File: src/common/dpssp_pkg.sv
/*
 Constants for the dual potentiometer serial shift port: register layout,
 power-up wiper codes and serial timing counts.
 Assumes a single 10 MHz system clock samples the port pins.
*/
// Operation
// - 8-bit code selects each wiper tap
// - Port deselected ignores clock and data
// - Selected: shift data on clock rise
// - Stack flag at position 0
// - Pot one code at positions 1-8
// - Pot zero code at positions 9-16
// - Select fall loads wipers and stack
// - Power-up wipers at mid-scale 0x80
// - Stack flag picks stacked wiper source
// - Cascade output shows last stage bit
// - Stack flag emitted first on cascade
// - Cascade output driven at all times
// - Select rise shows position 0 first
// - Full circular shift restores contents
package dpssp_pkg;
   localparam int REG_BITS = 17;
   localparam int CODE_BITS = 8;
   localparam int STACK_POS = 0;
   localparam int ONE_MSB_POS = 1;
   localparam int ONE_LSB_POS = 8;
   localparam int ZERO_MSB_POS = 9;
   localparam int ZERO_LSB_POS = 16;
   localparam int TAP_COUNT = 256;
   localparam logic [CODE_BITS-1:0] WIPER_RESET = 8'h80;
   localparam logic STACK_RESET = 1'b0;
   localparam int CLK_PERIOD_NS = 100;
   localparam int CHAIN_OUT_DELAY_NS = 50;
   localparam int CHAIN_OUT_DELAY_CYC =
      (CHAIN_OUT_DELAY_NS / CLK_PERIOD_NS) < 1 ? 1 : (CHAIN_OUT_DELAY_NS / CLK_PERIOD_NS);
   typedef logic [CODE_BITS-1:0] dpssp_code_t;
endpackage

File: src/core/dpssp_port.sv
/*
 Serial shift port of a dual 256-tap potentiometer: a 17-bit shift register,
 wiper and stack latches loaded when the port is deselected, the stacked
 wiper selection and the cascade output.
 Data enters at the top stage and moves toward stage 0, which drives the
 cascade output, so the first bit sent ends in the stack position after
 17 shifts and the stack flag is the first bit out of a transaction.
 Assumes the select, serial clock and data pins are already synchronous
 to clk_sys; the serial clock is sampled and its rising edge detected, so
 each serial clock level must stand for at least one clk_sys cycle.
 A partial transfer is loaded as it stands when select falls.
 No state changes while clkEn is low; resetn acts at any level of clkEn.
 Reset stands in for the power-up default of the wipers and the register.
*/
`timescale 1ns/1ps
module dpssp_port
   import dpssp_pkg::*;
(
   // System.
   input wire logic clk_sys,
   input wire logic resetn,
   input wire logic clkEn,
   // Serial port pins.
   input wire logic portSelect,
   input wire logic serialClk,
   input wire logic serialData,
   output logic chain_out,
   // Wiper codes and stacked output.
   output dpssp_pkg::dpssp_code_t wiper_zero,
   output dpssp_pkg::dpssp_code_t wiper_one,
   output logic stackSelect,
   output dpssp_pkg::dpssp_code_t stacked_wiper_out
);
   import dpssp_pkg::*;

   // Shift register and its next value.
   logic [REG_BITS-1:0] shift_q;
   logic [REG_BITS-1:0] shift_d;

   // Previous samples of the select and serial clock pins.
   logic selPrev_q;
   logic selPrev_d;
   logic sclkPrev_q;
   logic sclkPrev_d;

   // Wiper and stack latches, kept apart from the shift register.
   dpssp_code_t wiperZero_q;
   dpssp_code_t wiperZero_d;
   dpssp_code_t wiperOne_q;
   dpssp_code_t wiperOne_d;
   logic stack_q;
   logic stack_d;

   // The stacked output is registered like the wiper codes it selects from.
   dpssp_code_t stackedOut_q;
   dpssp_code_t stackedOut_d;

   // Decoded strobes and register fields.
   logic sclkRise;
   logic doShift;
   logic selFall;
   logic doLoad;
   logic shiftIn;
   logic [REG_BITS-1:0] shiftNext;
   dpssp_code_t fieldOne;
   dpssp_code_t fieldZero;
   logic fieldStack;

   // Extracts a wiper code whose most significant bit sits at the lower
   // register position.
   function automatic dpssp_code_t code_at(
      input logic [REG_BITS-1:0] r,
      input int msbPos
   );
      dpssp_code_t c;
      c = '0;
      for (int i = 0; i < CODE_BITS; i++) begin
         c[CODE_BITS-1-i] = r[msbPos+i];
      end
      return c;
   endfunction

   // Lays a wiper code into an image, most significant bit at the lower position.
   function automatic logic [REG_BITS-1:0] place_code(
      input logic [REG_BITS-1:0] r,
      input dpssp_code_t c,
      input int msbPos
   );
      logic [REG_BITS-1:0] img;
      img = r;
      for (int i = 0; i < CODE_BITS; i++) begin
         img[msbPos+i] = c[CODE_BITS-1-i];
      end
      return img;
   endfunction

   // Power-up image, so that a readback before any write returns the
   // mid-scale codes and a clear stack flag.
   function automatic logic [REG_BITS-1:0] reset_image();
      logic [REG_BITS-1:0] r;
      r = '0;
      r[STACK_POS] = STACK_RESET;
      r = place_code(r, WIPER_RESET, ONE_MSB_POS);
      r = place_code(r, WIPER_RESET, ZERO_MSB_POS);
      return r;
   endfunction

   // Moves the image one stage toward the cascade end; the new bit enters
   // the top stage, so a fed-back cascade bit rotates the image.
   function automatic logic [REG_BITS-1:0] shift_one(
      input logic [REG_BITS-1:0] r,
      input logic b
   );
      return {b, r[REG_BITS-1:1]};
   endfunction

   // Picks the wiper code that the stacked output carries.
   function automatic dpssp_code_t stack_pick(
      input logic s,
      input dpssp_code_t one,
      input dpssp_code_t zero
   );
      return s ? one : zero;
   endfunction

   // Edge detection against the previous sample.
   assign sclkRise = serialClk & ~sclkPrev_q;
   assign selFall = selPrev_q & ~portSelect;

   // Shifting only while selected; clock edges are ignored otherwise.
   assign doShift = clkEn & portSelect & sclkRise;
   assign doLoad = clkEn & selFall;
   assign shiftIn = serialData;
   assign shiftNext = shift_one(shift_q, shiftIn);
   assign shift_d = doShift ? shiftNext : shift_q;

   // Sample history freezes with the clock enable.
   assign selPrev_d = clkEn ? portSelect : selPrev_q;
   assign sclkPrev_d = clkEn ? serialClk : sclkPrev_q;

   // Register fields; the first bit sent ends in the stack position.
   assign fieldStack = shift_q[STACK_POS];
   assign fieldOne = code_at(shift_q, ONE_MSB_POS);
   assign fieldZero = code_at(shift_q, ZERO_MSB_POS);

   // Latches take the register fields only on deselect.
   assign wiperZero_d = doLoad ? fieldZero : wiperZero_q;
   assign wiperOne_d = doLoad ? fieldOne : wiperOne_q;
   assign stack_d = doLoad ? fieldStack : stack_q;
   assign stackedOut_d = doLoad ? stack_pick(fieldStack, fieldOne, fieldZero)
      : stackedOut_q;

   // Shift register; a readback rotates it back to where it started.
   always_ff @(posedge clk_sys) begin
      if (!resetn) begin
         shift_q <= reset_image();
      end else begin
         shift_q <= shift_d;
      end
   end

   // Select history for the falling-edge detector.
   always_ff @(posedge clk_sys) begin
      if (!resetn) begin
         selPrev_q <= 1'b0;
      end else begin
         selPrev_q <= selPrev_d;
      end
   end

   // Serial clock history for the rising-edge detector.
   always_ff @(posedge clk_sys) begin
      if (!resetn) begin
         sclkPrev_q <= 1'b0;
      end else begin
         sclkPrev_q <= sclkPrev_d;
      end
   end

   // Pot-zero wiper latch, mid-scale at power-up.
   always_ff @(posedge clk_sys) begin
      if (!resetn) begin
         wiperZero_q <= WIPER_RESET;
      end else begin
         wiperZero_q <= wiperZero_d;
      end
   end

   // Pot-one wiper latch, mid-scale at power-up.
   always_ff @(posedge clk_sys) begin
      if (!resetn) begin
         wiperOne_q <= WIPER_RESET;
      end else begin
         wiperOne_q <= wiperOne_d;
      end
   end

   // Stack flag latch.
   always_ff @(posedge clk_sys) begin
      if (!resetn) begin
         stack_q <= STACK_RESET;
      end else begin
         stack_q <= stack_d;
      end
   end

   // Stacked output register, following the power-up stack flag.
   always_ff @(posedge clk_sys) begin
      if (!resetn) begin
         stackedOut_q <= stack_pick(STACK_RESET, WIPER_RESET, WIPER_RESET);
      end else begin
         stackedOut_q <= stackedOut_d;
      end
   end

   // Stage 0 is the last stage; it drives the cascade at every level of select.
   assign chain_out = shift_q[STACK_POS];

   // Wiper codes and stacked output come straight from their registers.
   assign wiper_zero = wiperZero_q;
   assign wiper_one = wiperOne_q;
   assign stackSelect = stack_q;
   assign stacked_wiper_out = stackedOut_q;
endmodule

File: config.mk
export PLATFORM = sky130hd
export DESIGN_NAME = dpssp_port
export DESIGN_NICKNAME = d
export VERILOG_FILES = /design/src/common/dpssp_pkg.sv /design/src/core/dpssp_port.sv
export SDC_FILE = /design/constraint.sdc
export NUM_CORES = 1
export LEC_CHECK = 0
export BUFFER_PORTS_ARGS = -buffer_cell sky130_fd_sc_hd__buf_4
export CAP_MARGIN = 40
export CORE_UTILIZATION = 30
export DETAILED_ROUTE_END_ITERATION = 10
export PLACE_DENSITY = 0.58
export SYNTH_ARGS = -nofsm -noshare
export SYNTH_HDL_FRONTEND = slang
export SYNTH_SLANG_ARGS = --single-unit
File: constraint.sdc
create_clock -name clk_sys -period 1.2 [get_ports clk_sys]
set_input_delay 0.24 -clock clk_sys [delete_from_list [all_inputs] [get_ports clk_sys]]
set_output_delay 0.24 -clock clk_sys [all_outputs]
set_load 0.03 [all_outputs]
==> results.cfg <==
[pwr]
p_sw_frac = 0.231
p_int_mw = 2.03
power.total_mw = 2.63
leakage_nw = 0.914
p_per_area_mw_per_mm2 = 1210
seqPwrFrac = 0.568
pwr-share-clk = 0.359
p_sw_uw = 609
pwr-share-comb = 0.073
peakVddDrop_mv = 0.577

[route]
first_pass_iters = 5
routed-via-count = 1348
postRouteAntennaNets = 0
drtIter0Drc = 38
post_drt_wl_per_cell_um = 11.8
wirelength_mm = 3.46
drc = 0
viasPerCell = 4.60

[global_routing]
grt_pass1_vias = 1161
grt-ovfl-total = 0
grt_max_degree = 33
grt_use_total = 0.120
grt_pass1_wl_mm = 5.67
grt_antenna_before_repair = 0

[clock_network]
cts_made_buffers = 5
tritoncts = built
worstSkewPairLatency_ns = 0.29
htreeDepth = 2
clockBufferDepth = 2
hold_buffers = 0
clockRootBuffer = clkbuf_8
clk_pin_slew_ns = 0.08
cts_sinks = 44

[finish]
syn_to_final_growth_pct = 27.0
final_cell_area_mm2 = 0.00218
nets = 226
n_fill_cell = 564
instances_no_fill = 293
drive_above_1_share = 0.244
antennaDiodeCount = 0

[setup_path]
cp.required_ns = 1.38
rr_worst_depth = 5
startpoint_type = flop
setup.worst_path.start = selPrev_q
crit_fanout = 14
criticalPathCategory = flop to flop
path_buf_inv = 2
cpMaxStageDelayCell = dfxtp_2
crit_family = flip-flops
path_depth = 5
crit_arrival_ns = 1.32
r2r_start = selPrev_q
endpoint_kind = flop
r2r-end = wiper_one[1]
crit_path_end = wiper_one[1]
rrSetupSlack_ns = 0.06
crit_chain = and3b_2 > buf_12 > buf_4 > nand3_1 > o21ai_0
max_stage_delay_ns = 0.33

[die]
dieWidth_um = 77.7
rows = 27
initial_core_util = 0.312
die_area_mm2 = 0.00603
io_pins = 32
core_region_area_mm2 = 0.00551
fp.dieH_um = 77.7

[outcome]
status = completed

[sta]
relSlewSlack = 0.830
worst_slack_ns = 0.0649
finalCritPeriodShare = 0.946
fmax_mhz = 881
final-hold-violation-count = 0
final_max_slew_viol_count = 0
setup_viol = 0
grt_setup_unrepaired = true
tightestPinTransition_ns = 0.255
finalSetupTns_ns = 0
finalCriticalPeriod_ns = 1.14
clock_skew_ns = 0.00780

[place]
place_inst = 282
numPortBuffers = 31
dpl_worst_slack_ns = -0.00445
dp_hpwl_mm = 2.26
routabilityCongestion = 0.711
placed_cell_area_mm2 = 0.00204

[logic_synthesis]
ys_types = 17
netlist_instances = 189
ys_seq_area_frac = 0.513
synthTopCellsByArea = dfxtp_1 (51%), nand2_1 (9.2%), nand3_1 (8.7%)
synth-seq-cells = 44
avgSynthCellArea_um2 = 9.09
synth_top_area_cell = dfxtp_1
ys_warn_count = 0
synth_top_area_share = 0.513
syn_area_mm2 = 0.00172
synth.net_count = 195

[worst_hold_path]
whs_path_depth = 3
min_path_type = primary input to flop

[job]
drv_cap = 0
-- state kept, by name, indices dropped and copies added (netlist names) --
register,count
sclkPrev_q,1
stacked_wiper_out,8
stackSelect,1
selPrev_q,1
wiper_zero,8
wiper_one,8
shift_q,17
-- worst min-delay path by stage --
stage                       start  slack [ns]             to
global placement     wiper_one[4]        0.45   wiper_one[4]
global route           serialData        0.22    shift_q[16]
finish                 serialData        0.21    shift_q[16]
CTS                    serialData        0.21    shift_q[16]
detailed placement  wiper_zero[5]        0.45  wiper_zero[5]
floorplan              serialData        0.38    shift_q[16]
-- power by group through the flow --
stage	combinational [mW]	sequential [mW]	clock [mW]
5_1_grt	0.211	1.50	1.04
2_1_floorplan	0.106	1.54	0
4_1_cts	0.183	1.50	0.980
3_5_place_dp	0.183	1.53	0
3_3_place_gp	0.182	1.53	0
6_report	0.193	1.50	0.945
-- synth_stat cells --
cell,count
o21ai_0,30
mux2i_1,14
buf_8,2
clkbuf_1,5
nand3_1,30
nand2_1,42
mux2_2,1
buf_6,1
nand4b_2,1
buf_1,1
o211a_1,7
dfxtp_1,44
buf_2,6
buf_12,1
and3b_1,1
buf_4,1
nor2b_1,2
-- per-stage QoR --
| stage | util | hold slack, ns |
|---|---|---|
| final | 0.396 | 0.211 |
| after global routing | 0.396 | 0.221 |
| after CTS | 0.387 | 0.210 |
| after detailed placement | 0.370 | 0.451 |
| after global placement | 0.370 | 0.451 |
| after floorplan | - | 0.380 |
-- repair_timing --
action | 4_1_cts | 5_1_grt
hold endpoints to repair | 0 | 0
gates resized for setup | 0 | 4
setup buffers | 0 | 2
setup endpoints to repair | 0 | 6
-- per-layer routing --
metal | vias to the layer above | global-route usage | share of wire
li1 | 708 | - | -
met1 | 606 | 0.156 | 0.49
met2 | 29 | 0.184 | 0.45
met3 | 5 | 0.0400 | 0.046
met4 | 0 | 0.0453 | 0.014
met5 | - | 0 | 0
-- placed cells by master (no fill, tap or decap) --
cell type / Yosys / layout
buf_4: 1 / 35
o211a_1: 7 / 7
dfxtp_4: 0 / 1
buf_12: 1 / 5
o21ai_0: 30 / 29
dfxtp_2: 0 / 1
mux2i_1: 14 / 14
dfxtp_1: 44 / 42
clkinv_2: 0 / 2
clkbuf_16: 0 / 1
nor2b_1: 2 / 2
mux2_2: 1 / 1
o21ai_1: 0 / 1
nand2_1: 42 / 42
nand4b_4: 0 / 1
clkbuf_8: 0 / 6
nand3_1: 30 / 30
and3b_2: 0 / 1
-- cell families (layout without fill, tap and decap cells) --
| group | after synthesis | count (layout) | synth area share |
|---|---|---|---|
| simple gates | 76 | 76 | 0.200 |
| compound gates | 37 | 37 | 0.128 |
| buf+inv | 17 | 49 | 0.0707 |
| flops | 44 | 44 | 0.513 |
| mux | 15 | 15 | 0.0881 |
-- tightest hold or removal path: stages --
cell and delay [ns]:
buf_4 0.11, nand2_1 0.05, o21ai_0 0.06
-- final cells by class --
cell class | instances | area, µm² | area share
clock buffers | 6 | 82.6 | 0.0378
clock inverters | 2 | 10.0 | 0.00459
multi-input cells | 128 | 726 | 0.333
flip-flops and latches | 44 | 886 | 0.406
well taps | 72 | 90.1 | 0.0413
repair buffers | 41 | 388 | 0.178
Note: power is estimated with default switching activity, not from simulation.
